`config.mk`:
```
export PLATFORM = sky130hd
export DESIGN_NAME = lce_top
export DESIGN_NICKNAME = d
export VERILOG_FILES = /design/src/pkg/lce_pkg.sv /design/src/logic/lce_top.sv
export VERILOG_INCLUDE_DIRS = /design/src /design/src/pkg
export SDC_FILE = /design/constraint.sdc
export NUM_CORES = 1
export LEC_CHECK = 0
export BUFFER_PORTS_ARGS = -buffer_cell sky130_fd_sc_hd__buf_2
export CAP_MARGIN = 20
export CORE_MARGIN = 4
export CORE_UTILIZATION = 45
export CTS_CLUSTER_SIZE = 12
export DETAILED_ROUTE_END_ITERATION = 10
export HOLD_SLACK_MARGIN = 0.02
export PLACE_DENSITY = 0.67
export SYNTH_ARGS = -nofsm -noshare
export SYNTH_HDL_FRONTEND = slang
export SYNTH_SLANG_ARGS = --single-unit
```
`constraint.sdc`:
```
create_clock -name mclk_i -period 19.2 [get_ports mclk_i]
set_input_delay 0 -clock mclk_i [delete_from_list [all_inputs] [get_ports mclk_i]]
set_output_delay 0 -clock mclk_i [all_outputs]
set_load 0.05 [all_outputs]
```
`src/pkg/lce_consts.svh`:
```
// Offsets, field positions, reset values and timing counts of the loop channel
`ifndef LCE_CONSTS_SVH
`define LCE_CONSTS_SVH
`define LCE_CLK_HZ      10000000
`define LCE_SEC_CYC     (`LCE_CLK_HZ)
`define LCE_REARM_S     16'h0004
`define LCE_RETRY_S     16'h003C
`define LCE_CORR_MAX    5'h14
`define LCE_CORR_T0     5'h08
`define LCE_CORR_T1     5'h0A
`define LCE_CORR_T2     5'h0C
`define LCE_CORR_T3     5'h0E
`define LCE_OFF_CTRL    6'h00
`define LCE_OFF_CORR    6'h04
`define LCE_OFF_HOLD    6'h08
`define LCE_OFF_AMAX    6'h0C
`define LCE_OFF_NOISE   6'h10
`define LCE_OFF_ADDR    6'h14
`define LCE_OFF_STAT    6'h18
`define LCE_OFF_DIAG    6'h1C
`define LCE_OFF_LEN     6'h20
`define LCE_B_DIR_EN    0
`define LCE_B_NORM      1
`define LCE_B_NC        2
`define LCE_B_ERR_FREE  3
`define LCE_B_AUTO      4
`define LCE_B_ALIGN     5
`define LCE_CTRL_RST    6'h00
`define LCE_HOLD_RST    16'h0000
`define LCE_AMAX_RST    16'h0000
`define LCE_NOISE_RST   16'h0010
`define LCE_ADDR_RST    8'h01
`endif

```
`src/pkg/lce_pkg.sv`:
```
// Types of the loop channel evaluation block
package lce_pkg;
  typedef enum logic [2:0] {
    LCE_FREE  = 3'b000,
    LCE_OCC   = 3'b001,
    LCE_IGN   = 3'b010,
    LCE_ALIGN = 3'b011,
    LCE_FAULT = 3'b100
  } lce_state_type;
  typedef struct packed {
    logic [7:0] len;
    logic       dir;
  } lce_veh_in_type;
  typedef struct packed {
    logic [7:0] len;
    logic       ww;
    logic       tag_ww;
    logic       tag_sfx;
  } lce_veh_out_type;
endpackage

```
`src/logic/lce_top.sv`:
```
// Loop channel evaluation with classic Wishbone register slave
`timescale 1ns/100ps
`include "lce_consts.svh"
// Function
// - Length is attenuation minus correction, correction 0..20
// - Default correction preloaded from loop type
// - Wrong-way flag set against normal direction
// - Flag zero when off, else opposite direction
// - Readout tag normal or wrong-way, suffix direction
// - Direction evaluation off suppresses wrong-way everywhere
// - Bus address from parameter or wired inputs
// - Sensitivity not user adjustable
// - Hold expiry resets channel, ignores present vehicle
// - Full sensitivity 4 s after vehicle leaves
// - Count hold-expiry alignments as diagnostic
// - Polarity sets unoccupied output levels
// - Detection inverts outputs from unoccupied state
// - Error drives output per configuration bit
// - Alignment over maximum aborts, zero disables
// - Auto realign retries faulted channel every minute
// - Noise threshold clamped around switch-on threshold
// - Noise threshold suppresses small disturbances
// - Occupied above turn-on threshold, free below
module lce_top import lce_pkg::*; #(
  parameter int SEC_CYC = `LCE_SEC_CYC
) (
  input  wire logic            mclk_i,
  input  wire logic            nrst_i,
  input  wire logic            wb_cyc_i,
  input  wire logic            wb_stb_i,
  input  wire logic            wb_we_i,
  input  wire logic [5:0]      wb_adr_i,
  input  wire logic [3:0]      wb_sel_i,
  input  wire logic [31:0]     wb_dat_i,
  output logic                 wb_ack_o,
  output logic      [31:0]     wb_dat_o,
  input  wire logic [15:0]     amp_i,
  input  wire logic [15:0]     thr_on_i,
  input  wire logic [1:0]      loop_type_i,
  input  wire logic            veh_vld_i,
  input  wire lce_veh_in_type  veh_i,
  input  wire logic            align_done_i,
  input  wire logic            align_err_i,
  input  wire logic [7:0]      hw_addr_i,
  input  wire logic            hw_addr_en_i,
  output logic                 veh_vld_o,
  output lce_veh_out_type      veh_o,
  output logic                 align_req_o,
  output logic                 occupied_o,
  output logic                 fault_o,
  output logic                 relay_o,
  output logic                 oc_o,
  output logic      [7:0]      bus_addr_o,
  output logic      [15:0]     noise_thr_o
);
  // ----------------------------------------------------------------
  // Address pin synchronisers
  // ----------------------------------------------------------------
  logic [8:0] pin_s1_reg;
  logic [8:0] pin_s2_reg;
  logic [8:0] pin_s3_reg;
  logic [8:0] pin_reg;
  genvar gi;
  generate
    for (gi = 0; gi < 9; gi++) begin : g_pin
      always_ff @(posedge mclk_i or negedge nrst_i) begin
        if (!nrst_i) begin
          pin_s1_reg[gi] <= 1'b0;
          pin_s2_reg[gi] <= 1'b0;
          pin_s3_reg[gi] <= 1'b0;
          pin_reg[gi]    <= 1'b0;
        end else begin
          pin_s1_reg[gi] <= (gi == 8) ? hw_addr_en_i : hw_addr_i[gi % 8];
          pin_s2_reg[gi] <= pin_s1_reg[gi];
          pin_s3_reg[gi] <= pin_s2_reg[gi];
          if (pin_s2_reg[gi] == pin_s3_reg[gi]) begin
            pin_reg[gi] <= pin_s3_reg[gi];
          end
        end
      end
    end
  endgenerate

  // ----------------------------------------------------------------
  // Registers and Wishbone slave
  // ----------------------------------------------------------------
  logic [5:0]    ctrl_reg;
  logic [4:0]    corr_reg;
  logic          corr_set_reg;
  logic [15:0]   hold_reg;
  logic [15:0]   amax_reg;
  logic [15:0]   noise_reg;
  logic [7:0]    addr_reg;
  logic [15:0]   diag_reg;
  logic [7:0]    len_reg;
  logic          ack_reg;
  logic [31:0]   rd_next;
  logic          wr_fire;
  logic          rd_acc;
  logic [4:0]    corr_eff;
  logic [15:0]   noise_clamp;
  lce_state_type st_reg;
  logic          hold_exp;
  assign wr_fire = wb_cyc_i & wb_stb_i & wb_we_i & ack_reg;
  assign rd_acc  = wb_cyc_i & wb_stb_i & ~ack_reg;

  always_comb begin
    case (loop_type_i)
      2'h0:    corr_eff = `LCE_CORR_T0;
      2'h1:    corr_eff = `LCE_CORR_T1;
      2'h2:    corr_eff = `LCE_CORR_T2;
      default: corr_eff = `LCE_CORR_T3;
    endcase
    if (corr_set_reg) begin
      corr_eff = corr_reg;
    end
  end

  always_comb begin
    case (wb_adr_i)
      `LCE_OFF_CTRL:  rd_next = {26'h0, ctrl_reg};
      `LCE_OFF_CORR:  rd_next = {27'h0, corr_eff};
      `LCE_OFF_HOLD:  rd_next = {16'h0, hold_reg};
      `LCE_OFF_AMAX:  rd_next = {16'h0, amax_reg};
      `LCE_OFF_NOISE: rd_next = {16'h0, noise_clamp};
      `LCE_OFF_ADDR:  rd_next = {24'h0, bus_addr_o};
      `LCE_OFF_STAT:  rd_next = {26'h0, pin_reg[8], fault_o, occupied_o, st_reg};
      `LCE_OFF_DIAG:  rd_next = {16'h0, diag_reg};
      `LCE_OFF_LEN:   rd_next = {24'h0, len_reg};
      default:        rd_next = 32'h0;
    endcase
  end

  always_ff @(posedge mclk_i or negedge nrst_i) begin
    if (!nrst_i) begin
      ack_reg  <= 1'b0;
      wb_dat_o <= 32'h0;
    end else begin
      ack_reg <= rd_acc;
      if (rd_acc) begin
        wb_dat_o <= rd_next;
      end
    end
  end
  assign wb_ack_o = ack_reg;

  // Configuration writes; byte lane 0, and lanes 0 and 1 for the 16-bit fields
  always_ff @(posedge mclk_i or negedge nrst_i) begin
    if (!nrst_i) begin
      ctrl_reg     <= `LCE_CTRL_RST;
      corr_reg     <= 5'h00;
      corr_set_reg <= 1'b0;
      hold_reg     <= `LCE_HOLD_RST;
      amax_reg     <= `LCE_AMAX_RST;
      noise_reg    <= `LCE_NOISE_RST;
      addr_reg     <= `LCE_ADDR_RST;
    end else begin
      ctrl_reg[`LCE_B_ALIGN] <= 1'b0;
      if (wr_fire && wb_sel_i[0]) begin
        case (wb_adr_i)
          `LCE_OFF_CTRL: ctrl_reg <= wb_dat_i[5:0];
          `LCE_OFF_CORR: begin
            if (wb_dat_i[7:0] <= {3'h0, `LCE_CORR_MAX}) begin
              corr_reg     <= wb_dat_i[4:0];
              corr_set_reg <= 1'b1;
            end
          end
          `LCE_OFF_ADDR: addr_reg <= wb_dat_i[7:0];
          default: ;
        endcase
      end
      if (wr_fire && wb_sel_i[0] && wb_sel_i[1]) begin
        case (wb_adr_i)
          `LCE_OFF_HOLD:  hold_reg  <= wb_dat_i[15:0];
          `LCE_OFF_AMAX:  amax_reg  <= wb_dat_i[15:0];
          `LCE_OFF_NOISE: noise_reg <= wb_dat_i[15:0];
          default: ;
        endcase
      end
    end
  end

  // ----------------------------------------------------------------
  // Seconds tick and noise limit
  // ----------------------------------------------------------------
  logic [31:0] div_reg;
  logic        sec_tick;
  assign sec_tick = (div_reg == 32'(SEC_CYC - 1));
  always_ff @(posedge mclk_i or negedge nrst_i) begin
    if (!nrst_i) begin
      div_reg <= 32'h0;
    end else begin
      div_reg <= sec_tick ? 32'h0 : div_reg + 32'h1;
    end
  end

  // Limits an eighth and a half of the switch-on threshold
  logic [15:0] amp_eff;
  always_comb begin
    noise_clamp = noise_reg;
    if (noise_reg < {3'h0, thr_on_i[15:3]}) begin
      noise_clamp = {3'h0, thr_on_i[15:3]};
    end else if (noise_reg > {1'h0, thr_on_i[15:1]}) begin
      noise_clamp = {1'h0, thr_on_i[15:1]};
    end
    amp_eff = (amp_i < noise_clamp) ? 16'h0 : amp_i;
  end

  // ----------------------------------------------------------------
  // Channel state machine
  // ----------------------------------------------------------------
  logic          raw_occ;
  logic [15:0]   tcnt_reg;
  logic          rearm_done;
  logic          align_tmo;
  logic          retry;
  logic          sw_align;
  lce_state_type st_next;
  assign raw_occ    = amp_eff > thr_on_i;
  assign hold_exp   = (st_reg == LCE_OCC) && raw_occ && (hold_reg != 16'h0)
                      && (tcnt_reg >= hold_reg);
  assign rearm_done = (st_reg == LCE_IGN) && (tcnt_reg >= `LCE_REARM_S);
  assign align_tmo  = (st_reg == LCE_ALIGN) && (amax_reg != 16'h0)
                      && (tcnt_reg >= amax_reg);
  assign retry      = (st_reg == LCE_FAULT) && ctrl_reg[`LCE_B_AUTO]
                      && (tcnt_reg >= `LCE_RETRY_S);
  assign sw_align   = ctrl_reg[`LCE_B_ALIGN];

  always_comb begin
    st_next = st_reg;
    case (st_reg)
      LCE_FREE:  if (raw_occ) st_next = LCE_OCC;
      LCE_OCC: begin
        if (!raw_occ) begin
          st_next = LCE_FREE;
        end else if (hold_exp) begin
          st_next = LCE_IGN;
        end
      end
      LCE_IGN:   if (rearm_done && !raw_occ) st_next = LCE_FREE;
      LCE_ALIGN: begin
        if (align_err_i || align_tmo) begin
          st_next = LCE_FAULT;
        end else if (align_done_i) begin
          st_next = LCE_FREE;
        end
      end
      LCE_FAULT: if (retry) st_next = LCE_ALIGN;
      default:   st_next = LCE_FREE;
    endcase
    if (sw_align) begin
      st_next = LCE_ALIGN;
    end
  end

  always_ff @(posedge mclk_i or negedge nrst_i) begin
    if (!nrst_i) begin
      st_reg <= LCE_FREE;
    end else begin
      st_reg <= st_next;
    end
  end

  // Seconds in the current state; the rearm interval restarts on each vehicle
  always_ff @(posedge mclk_i or negedge nrst_i) begin
    if (!nrst_i) begin
      tcnt_reg <= 16'h0;
    end else if (st_next != st_reg) begin
      tcnt_reg <= 16'h0;
    end else if (st_reg == LCE_IGN && raw_occ) begin
      tcnt_reg <= 16'h0;
    end else if (sec_tick && tcnt_reg != 16'hFFFF) begin
      tcnt_reg <= tcnt_reg + 16'h1;
    end
  end

  always_ff @(posedge mclk_i or negedge nrst_i) begin
    if (!nrst_i) begin
      diag_reg    <= 16'h0;
      align_req_o <= 1'b0;
    end else begin
      align_req_o <= hold_exp | retry | sw_align;
      if (hold_exp) begin
        diag_reg <= diag_reg + 16'h1;
      end else if (wr_fire && wb_adr_i == `LCE_OFF_DIAG) begin
        diag_reg <= 16'h0;
      end
    end
  end

  // ----------------------------------------------------------------
  // Switching outputs and address
  // ----------------------------------------------------------------
  logic occ_eff;
  assign occ_eff = (st_reg == LCE_OCC) ||
                   (st_reg == LCE_FAULT && !ctrl_reg[`LCE_B_ERR_FREE]);
  always_ff @(posedge mclk_i or negedge nrst_i) begin
    if (!nrst_i) begin
      occupied_o  <= 1'b0;
      fault_o     <= 1'b0;
      relay_o     <= 1'b0;
      oc_o        <= 1'b1;
      bus_addr_o  <= `LCE_ADDR_RST;
      noise_thr_o <= `LCE_NOISE_RST;
    end else begin
      occupied_o  <= occ_eff;
      fault_o     <= st_reg == LCE_FAULT;
      relay_o     <= occ_eff ^ ctrl_reg[`LCE_B_NC];
      oc_o        <= ~(occ_eff ^ ctrl_reg[`LCE_B_NC]);
      bus_addr_o  <= pin_reg[8] ? pin_reg[7:0] : addr_reg;
      noise_thr_o <= noise_clamp;
    end
  end

  // ----------------------------------------------------------------
  // Vehicle evaluation
  // ----------------------------------------------------------------
  logic [7:0] len_next;
  logic       ww_next;
  assign len_next = (veh_i.len >= {3'h0, corr_eff}) ?
                    veh_i.len - {3'h0, corr_eff} : 8'h00;
  assign ww_next  = ctrl_reg[`LCE_B_DIR_EN] &&
                    (veh_i.dir != ctrl_reg[`LCE_B_NORM]);
  always_ff @(posedge mclk_i or negedge nrst_i) begin
    if (!nrst_i) begin
      veh_vld_o <= 1'b0;
      veh_o     <= '0;
      len_reg   <= 8'h00;
    end else begin
      veh_vld_o <= veh_vld_i && st_reg != LCE_IGN;
      if (veh_vld_i && st_reg != LCE_IGN) begin
        veh_o.len     <= len_next;
        veh_o.ww      <= ww_next;
        veh_o.tag_ww  <= ww_next;
        veh_o.tag_sfx <= veh_i.dir;
        len_reg       <= len_next;
      end
    end
  end
endmodule

```
* Word-level counts from Yosys, hierarchy flattened
Cells that the tools add are included.
Storage, ports and cells: output and inout bits 74, ROM bits 0, input bits 102, bits in writable memories 0, latch bits 0, bits in registers 244, memories 0
Cells by class: reduce and logical (&&, ||, !) cells 34, shift operators 0, equality and inequality tests 28, bitwise gates (word level) 9, $lt $le $gt $ge 10, add/sub/neg operators 4, multiply operators 0, div/mod/pow operators 0, multiplexer cells 25
Operators with widths (count):
- one-hot mux 16 bit (9 select lines) | 1
- two-way mux 16 bit | 8
- adder 16 x 1 -> 16 bit (second input constant) | 2
- adder 32 x 1 -> 32 bit (second input constant) | 1
- equality test 32 x 24 -> 1 bit (second input constant) | 1
- greater-or-equal comparator 16 bit | 2
- two-way mux 32 bit | 1
- nonzero test 16 bit | 2
- equality test 6 x 5 -> 1 bit (second input constant) | 4
- two-way mux 3 bit | 8
- logical AND 1 bit | 17
- greater-or-equal comparator 16 x 3 -> 1 bit (second input constant) | 1
- greater-or-equal comparator 16 x 6 -> 1 bit (second input constant) | 1
- > comparator 16 x 15 -> 1 bit | 1
- > comparator 16 bit | 1
- less-than comparator 16 x 13 -> 1 bit | 1
- less-than comparator 16 bit | 1
- two-way mux 8 bit | 2
- inequality test 16 bit (second input constant) | 1
- one-hot mux 3 bit (5 select lines) | 1
- equality test 6 x 4 -> 1 bit (second input constant) | 2
- two-way mux 6 bit | 2
- AND reduction 2 bit | 5
- equality test 1 bit | 9
- other kinds (27) | 35

* Depth between registers and ports, before layout
Gate-level depths: netlist of run 1.
depth after elaboration 15, mapped depth 31, gate-level depth less buffers 27

* Worst setup path before layout of run 1
Ideal clock, no wire load.
path kind reg2reg, start register noise_reg[1], end register tcnt_reg[10], arrival 5896 ps, cell stages (with the launch flop) 31, data required time 19099 ps, path slack 13203 ps, clock period less this slack 5997 ps, path through dfrtp_1 ha_1 nor2b_1 o211ai_1 a2111o_1 a31oi_4 buf_2 mux2i_1 nor2_1 a21oi_1 ha_1 a211oi_1 o21ai_0 o211ai_1 a21oi_1 a211oi_1 o21a_2 buf_4 nor2b_1 ha_1 a21o_1 a221o_1 a221oi_1 o21ai_1 nand3_1 nand4bb_1 buf_4 a21o_1 o311ai_2 buf_2 nor4_1
On the way: longest elaborated chain between the ends 15
Ends and longest elaborated chain:
- start, declared | RTL line lce_top.sv:92 | logic [15:0] noise_reg;
- start signal, assigned | RTL line lce_top.sv:155 | noise_reg <= `LCE_NOISE_RST;
- start signal, assigned | RTL line lce_top.sv:176 | `LCE_OFF_NOISE: noise_reg <= wb_dat_i[15:0];
- > comparator 16 x 15 -> 1 bit | RTL line lce_top.sv:203 | end else if (noise_reg > {1'h0, thr_on_i[15:1]}) begin
- two-way mux 16 bit | RTL line lce_top.sv:203
- two-way mux 16 bit * | RTL line lce_top.sv:201 | if (noise_reg < {3'h0, thr_on_i[15:3]}) begin
- less-than comparator 16 bit * | RTL line lce_top.sv:206 | amp_eff = (amp_i < noise_clamp) ? 16'h0 : amp_i;
- two-way mux 16 bit * | RTL line lce_top.sv:206
- > comparator 16 bit * | RTL line lce_top.sv:219 | assign raw_occ = amp_eff > thr_on_i;
- logical AND 1 bit (2 in series) | RTL line lce_top.sv:220 | assign hold_exp = (st_reg == LCE_OCC) && raw_occ && (hold_reg != 16'h0)
- logical AND 1 bit | RTL line lce_top.sv:221 | && (tcnt_reg >= hold_reg);
- two-way mux 3 bit | RTL line lce_top.sv:236 | end else if (hold_exp) begin
- two-way mux 3 bit | RTL line lce_top.sv:234 | if (!raw_occ) begin
- one-hot mux 3 bit (5 select lines) | RTL line lce_top.sv:231 | case (st_reg)
- two-way mux 3 bit | RTL line lce_top.sv:251 | if (sw_align) begin
- inequality test 3 bit | RTL line lce_top.sv:268 | end else if (st_next != st_reg) begin
- nonzero test 3 bit (no line) or two-way mux 16 bit (tied branches)
- end signal, assigned | RTL line lce_top.sv:273 | tcnt_reg <= tcnt_reg + 16'h1;
- end, declared | RTL line lce_top.sv:213 | logic [15:0] tcnt_reg;
Mark *: on every way between the ends. The rest lies on a longest branch, timed or not. A chain may end at the register's enable or synchronous reset.

* Worst setup path after layout of run 1
start register noise_reg[1], end register tcnt_reg[15]
Same word-level chain as after synthesis.

==> impl_metrics.tcl, run 1 <==
set metrics [dict create \
    status "complete, no violations" \
    finalSetupTns_ns 0 \
    worstReg2RegStart "noise_reg[1]$_DFFE_PN0P_" \
    cp-end-kind "register" \
    ys_ff_latch 228 \
    yosysWarnings 0 \
    post-route-drc-count 0 \
    core_area_um2 27200 \
    yosysUniqueCellTypes 71 \
    post_synth_and_or_nand_nor_area_fraction 0.150 \
    port_buffers 141 \
    cts-root-buf "clkbuf_16" \
    synth_top_family_by_area "simple AND/OR/NAND/NOR gates" \
    max_freq_mhz 130 \
    routed_wl_mm 34.0 \
    finalNetCount 1631 \
    cts_buffer_depth 3 \
    period_share 0.400 \
    crit_arrival_ns 8.11 \
    power.leakage_uw 0.00721 \
    rr_worst_depth 28 \
    cts_resized 0 \
    synth-xor-area-share 0.0363 \
    synthAdderAreaFrac 0.107 \
    grt_pass1_wl_mm 54.8 \
    via_per_inst 5.52 \
    final_area_um2 15000 \
    pin_count 176 \
    async_flop_share 1.00 \
    r2r-end "tcnt_reg[15]$_DFFE_PN0P_" \
    hold_violations 0 \
    final_cell_mix "223 x dfrtp_1, 140 x buf_2, 98 x nand2_1, 98 x ha_1, 87 x o21ai_0" \
    die_area_um2 30700 \
    netlist_area_um2 12600 \
    synth_flop_cell "dfrtp_1" \
    antenna_found_initial 2 \
    grt_pass1_vias 10008 \
    vdd_drop_max_mv 0.0845 \
    dpl_cell_area_um2 13600 \
    crit_end "tcnt_reg[15]$_DFFE_PN0P_" \
    clk_pin_slew_ns 0.06 \
    cts.sinks 228 \
    globalRouteOverflowTotal 0 \
    diodes 0 \
    htreeDepth 1 \
    die_y_um 175 \
    synth-seq-area-share 0.455 \
    postCtsHoldBufs 65 \
    initial_core_util 0.462 \
    power.density_nw_per_um2 74.8 \
    first_iter_violations 683 \
    wl_per_cell_um 18.6 \
    cts_setup_buffers 0 \
    final_common_cell "dfrtp_1" \
    synthMuxAreaShare 0.0795 \
    hpwl_mm 25.0 \
    rsz0062_at_grt "no" \
    synth_area_per_cell_um2 10.2 \
    worstPathMaxFanout 34 \
    cts_made_buffers 25 \
    syn_to_final_growth_pct 19.6 \
    grt_usage 0.222 \
    crit_type "reg -> reg" \
    synth_edf_count 0 \
    setup_viol 0 \
    yosysTopAreaCellShare 0.444 \
    critPathMostFrequentCell "ha_1" \
    synth_top_cell_by_area "dfrtp_1" \
    dr.pass1.iters 7 \
    startpoint "noise_reg[1]$_DFFE_PN0P_" \
    cp_slowest_stage_delay_ns 0.59 \
    r2r_setup_slack_ns 11.52 \
    cp-start-kind "register" \
    cp.required_ns 19.62 \
    die_x_um 175 \
    hp-class "in -> reg" \
    cts_tree "built" \
    slew_viol_final 0 \
    grt_max_degree 89 \
    synth_area_leaders "dfrtp_1 44%, ha_1 9.8%, mux2_2 5.7%" \
    rows 60 \
    fin_skew_ns 0.00927 \
    ant_nets 0 \
    maxCapViolations 0 \
    largest_register_ffs 32 \
    synthCells 1227 \
    synth_compound_area_frac 0.125 \
    worst_pin_slew_ns 1.06 \
    design_power_total_uw 1120 \
    maxSlewHeadroom 0.292 \
    crit_slowest_cell "a31oi_4" \
    gp_congestion 0.898 \
    worstSkewPairLatency_ns 0.53 \
    drive_gt1_frac 0.188 \
    dr_total_vias 10047 \
    min_period_ns 7.68 \
]
critical path: cells and delay by family, from the launching register on:
family	cells	cell delay, ns
flops	1	0.42
fa+ha+maj	3	0.96
mux	1	0.26
compound gates	16	4.43
simple gates	6	0.90
buf+inv	2	0.60
report_power, final:
group / leakage, µW / switching [µW] / internal [µW] / total, µW
clock: 0.000383 / 192 / 270 / 462
combinational: 0.00391 / 104 / 49.7 / 154
sequential: 0.00292 / 11.6 / 496 / 508
total: 0.00721 / 308 / 816 / 1120
layout make-up:
type,count,area [µm²]
Fill cell,2393,12200
Multi-Input combinational cell,879,6320
Sequential cell,228,5710
Timing Repair Buffer,216,1440
Clock buffer,39,718
Tap cell,372,465
Inverter,80,300
Clock inverter,7,66.3
synthesized netlist by cell type, types with 6 or more instances:
library cell    n
nand2_1        98
and3_1         19
maj3_1         10
nand2b_1       19
nor4_1         33
inv_1          79
ha_1           98
nand3_1        30
mux2i_1        21
buf_2           7
nor2b_1        21
buf_4          20
a21oi_1        46
a221oi_1       14
nor2_1         76
o21a_1         15
xnor2_1        28
nand4_1        29
mux2_2         64
a22oi_1         7
a21o_1         17
dfrtp_1       223
clkbuf_1       27
and2_1          6
o211ai_1        6
o21ai_0        87
xor2_1         24
a211oi_1        8
nor3_1         19
cells by family (layout without fill, tap and decap cells):
| kind of cell | after synthesis | count (layout) |
|---|---|---|
| multiplexers | 88 | 88 |
| other | 2 | 18 |
| adder cells (fa/ha/maj) | 109 | 109 |
| AND/OR/NAND/NOR | 371 | 371 |
| buffers and inverters | 136 | 342 |
| AO/OA/AOI/OAI | 241 | 241 |
| XOR/XNOR | 52 | 52 |
| flip-flops | 228 | 228 |
per-stage QoR:
stage / setup slack (ns) / hold WS, ns / cells / utilization
2_1_floorplan: 13.20 / -0.296 / 1243 / -
3_3_place_gp: 11.72 / 0.0515 / 1708 / 0.499
3_5_place_dp: 11.54 / 0.0621 / 1709 / 0.500
4_1_cts: 11.56 / 0.0403 / 1820 / 0.553
5_1_grt: 11.12 / 0.0794 / 1821 / 0.553
6_report: 11.52 / 0.0585 / 1821 / 0.553
worst min path at each step:
stage | start | slack (ns) | to | cells past startpoint
2_1_floorplan | nrst_i | -0.30 | addr_reg[1]$_DFFE_PN0P_ | 0
3_3_place_gp | nrst_i | 0.05 | noise_thr_o[11]$_DFF_PN0_ | 1
3_5_place_dp | nrst_i | 0.06 | noise_thr_o[11]$_DFF_PN0_ | 1
4_1_cts | thr_on_i[2] | 0.04 | noise_thr_o[1]$_DFF_PN0_ | 3
5_1_grt | thr_on_i[5] | 0.08 | wb_dat_o[2]$_DFFE_PN0P_ | 5
6_report | thr_on_i[2] | 0.06 | noise_thr_o[1]$_DFF_PN0_ | 3
per-layer routing:
| layer | GRT usage | vias to the layer above | share of wire |
|---|---|---|---|
| li1 | - | 4778 | - |
| met1 | 0.306 | 4904 | 0.44 |
| met2 | 0.372 | 297 | 0.48 |
| met3 | 0.0301 | 64 | 0.058 |
| met4 | 0.0550 | 4 | 0.027 |
| met5 | 0 | - | 0.00062 |
No activity file was read; power rests on OpenSTA's default activity.
==> run 2, diff against run 1 <==
--- a/config.mk
+++ b/config.mk
@@ -6,6 +6,7 @@
 export SDC_FILE = /design/constraint.sdc
 export NUM_CORES = 1
 export LEC_CHECK = 0
+export ABC_AREA = 1
 export BUFFER_PORTS_ARGS = -buffer_cell sky130_fd_sc_hd__buf_2
 export CAP_MARGIN = 20
 export CORE_MARGIN = 4
@@ -13,7 +14,7 @@
 export CTS_CLUSTER_SIZE = 12
 export DETAILED_ROUTE_END_ITERATION = 10
 export HOLD_SLACK_MARGIN = 0.02
-export PLACE_DENSITY = 0.67
+export PLACE_DENSITY = 0.69
 export SYNTH_ARGS = -nofsm -noshare
 export SYNTH_HDL_FRONTEND = slang
 export SYNTH_SLANG_ARGS = --single-unit
==> constraint.sdc (replaced) <==
create_clock -name mclk_i -period 6.8 [get_ports mclk_i]
set_input_delay 0 -clock mclk_i [delete_from_list [all_inputs] [get_ports mclk_i]]
set_output_delay 0 -clock mclk_i [all_outputs]
set_load 0.05 [all_outputs]
==> impl_metrics.tcl, run 2 <==
set metrics [dict create \
    status "complete, no violations" \
    synth-seq-area-share 0.437 \
    cp-start-kind "register" \
    post-route-drc-count 0 \
    worstSkewPairLatency_ns 0.55 \
    globalRouteOverflowTotal 0 \
    yosysTopAreaCellShare 0.427 \
    async_flop_share 1.00 \
    die_area_um2 31800 \
    final_common_cell "nand2_1" \
    cts_buffer_depth 3 \
    final_cell_mix "327 x nand2_1, 228 x inv_1, 223 x dfrtp_1, 140 x buf_2, 118 x o21ai_0" \
    first_iter_violations 947 \
    dr_total_vias 11664 \
    synth_flop_cell "dfrtp_1" \
    slew_viol_final 0 \
    finalNetCount 1984 \
    period_share 0.911 \
    ys_ff_latch 228 \
    synth_area_per_cell_um2 8.29 \
    setup_viol 0 \
    fillers 2709 \
    rr_worst_depth 29 \
    maxSlewHeadroom 0.317 \
    diodes 0 \
    drive_gt1_frac 0.142 \
    antenna_found_initial 0 \
    maxCapViolations 0 \
    cts.sinks 228 \
    largest_register_ffs 32 \
    synthCells 1577 \
    grt_max_degree 96 \
    via_per_inst 5.33 \
    dpl_cell_area_um2 14100 \
    power.density_nw_per_um2 216 \
    synth_most_common_cell "nand2_1" \
    die_x_um 178 \
    fin_skew_ns 0.0292 \
    hp-class "in -> async" \
    port_buffers 141 \
    cp.required_ns 7.24 \
    clk_pin_slew_ns 0.06 \
    htreeDepth 1 \
    cts_setup_buffers 0 \
    rsz0062_at_grt "no" \
    cpLargestDelayFamily "simple AND/OR/NAND/NOR gates" \
    grt_pass1_wl_mm 60.2 \
    synth_top_cell_by_area "dfrtp_1" \
    crit_type "reg -> reg" \
    critPathMostFrequentCell "nand2_1" \
    die_y_um 178 \
    hpwl_mm 28.7 \
    crit_arrival_ns 6.63 \
    worst_pin_slew_ns 1.02 \
    grt_usage 0.236 \
    cp_slowest_stage_delay_ns 0.49 \
    synth_area_leaders "dfrtp_1 43%, nand2_1 9.4%, ha_1 9.4%" \
    cp-end-kind "register" \
    crit_slowest_cell "nand2_1" \
    yosysUniqueCellTypes 59 \
    yosysWarnings 0 \
    dr.pass1.iters 5 \
    pin_count 176 \
    cts_made_buffers 27 \
    finalSetupTns_ns 0 \
    gp_congestion 0.942 \
    wl_per_cell_um 17.2 \
    min_period_ns 6.20 \
    cts_tree "built" \
    synth_top_cells_by_count "327 x nand2_1, 228 x inv_1, 223 x dfrtp_1" \
    grt_pass1_vias 11366 \
    initial_core_util 0.456 \
    power.leakage_uw 0.00792 \
    final_area_um2 15600 \
    path_buf_inv 4 \
    cp.depth 29 \
    rows 62 \
    ant_nets 0 \
    hold_violations 0 \
    netlist_area_um2 13100 \
    max_freq_mhz 161 \
    worstPathMaxFanout 20 \
    core_area_um2 28700 \
    synth_edf_count 0 \
    routed_wl_mm 37.6 \
    syn_to_final_growth_pct 19.5 \
    vdd_drop_max_mv 0.221 \
    cts-root-buf "clkbuf_16" \
]
run 2: kinds of logic (layout without fill, tap and decap cells):
logic type | Yosys count | count (layout) | share of synthesized area
AND/OR/NAND/NOR | 631 | 631 | 0.217
multiplexers | 8 | 8 | 0.00670
buffers and inverters | 284 | 495 | 0.0886
XOR/XNOR | 31 | 31 | 0.0208
AO/OA/AOI/OAI | 285 | 285 | 0.127
flip-flops | 228 | 228 | 0.437
adder cells (fa/ha/maj) | 108 | 108 | 0.102
other | 2 | 18 | 0.000574
run 2: final timing paths:
path	slack (ns)	from	end
setup reg to reg	0.60	noise_reg[11]$_DFFE_PN0P_	diag_reg[8]$_DFFE_PN0P_
hold / removal	0.05	nrst_i	noise_thr_o[9]$_DFF_PN0_
hold reg to reg	0.34	pin_s1_reg[4]$_DFF_PN0_	pin_s2_reg[4]$_DFF_PN0_
min in group mclk_i	0.06	thr_on_i[2]	noise_thr_o[1]$_DFF_PN0_
setup / recovery	0.60	noise_reg[11]$_DFFE_PN0P_	diag_reg[8]$_DFFE_PN0P_
max in group asynchronous	5.26	nrst_i	div_reg[11]$_DFF_PN0_
run 2: stage by stage:
stage | hold slack (ns) | utilization | total power (µW) | setup WS (ns) | cells
global route | 0.0802 | 0.544 | 3500 | 0.0103 | 2188
global placement | 0.0563 | 0.492 | 1910 | 0.923 | 2077
detailed placement | 0.0589 | 0.492 | 1920 | 0.698 | 2077
floorplan | -0.296 | - | 1760 | 1.93 | 1593
finish | 0.0543 | 0.544 | 3370 | 0.603 | 2188
CTS | 0.0288 | 0.543 | 3400 | 0.667 | 2185
run 2: power by group:
part           internal (µW)  switching (µW)  leakage, µW
Sequential              1410            35.1      0.00274
Clock                    853             591     0.000438
Combinational            135             348      0.00474
Total                   2400             974      0.00792
run 2: cell type report:
class | instances | area (µm²) | area share
multi-input cells | 1081 | 6270 | 0.401
flip-flops and latches | 228 | 5710 | 0.365
repair buffers | 209 | 1390 | 0.0889
inverters | 236 | 886 | 0.0567
clock buffers | 42 | 802 | 0.0513
well taps | 384 | 480 | 0.0307
clock inverters | 8 | 88.8 | 0.00568
run 2: what timing repair did:
action | 4_1_cts | 5_1_grt
resized for setup | 0 | 0
hold buffers | 58 | 1
endpoints found under the setup margin | 0 | 0
endpoints found under the hold margin | 201 | 2
run 2: metal layers:
layer	vias up	share of wire	GRT usage
li1	5637	-	-
met1	5549	0.46	0.335
met2	397	0.44	0.369
met3	81	0.074	0.0451
met4	0	0.028	0.0656
met5	-	0	0
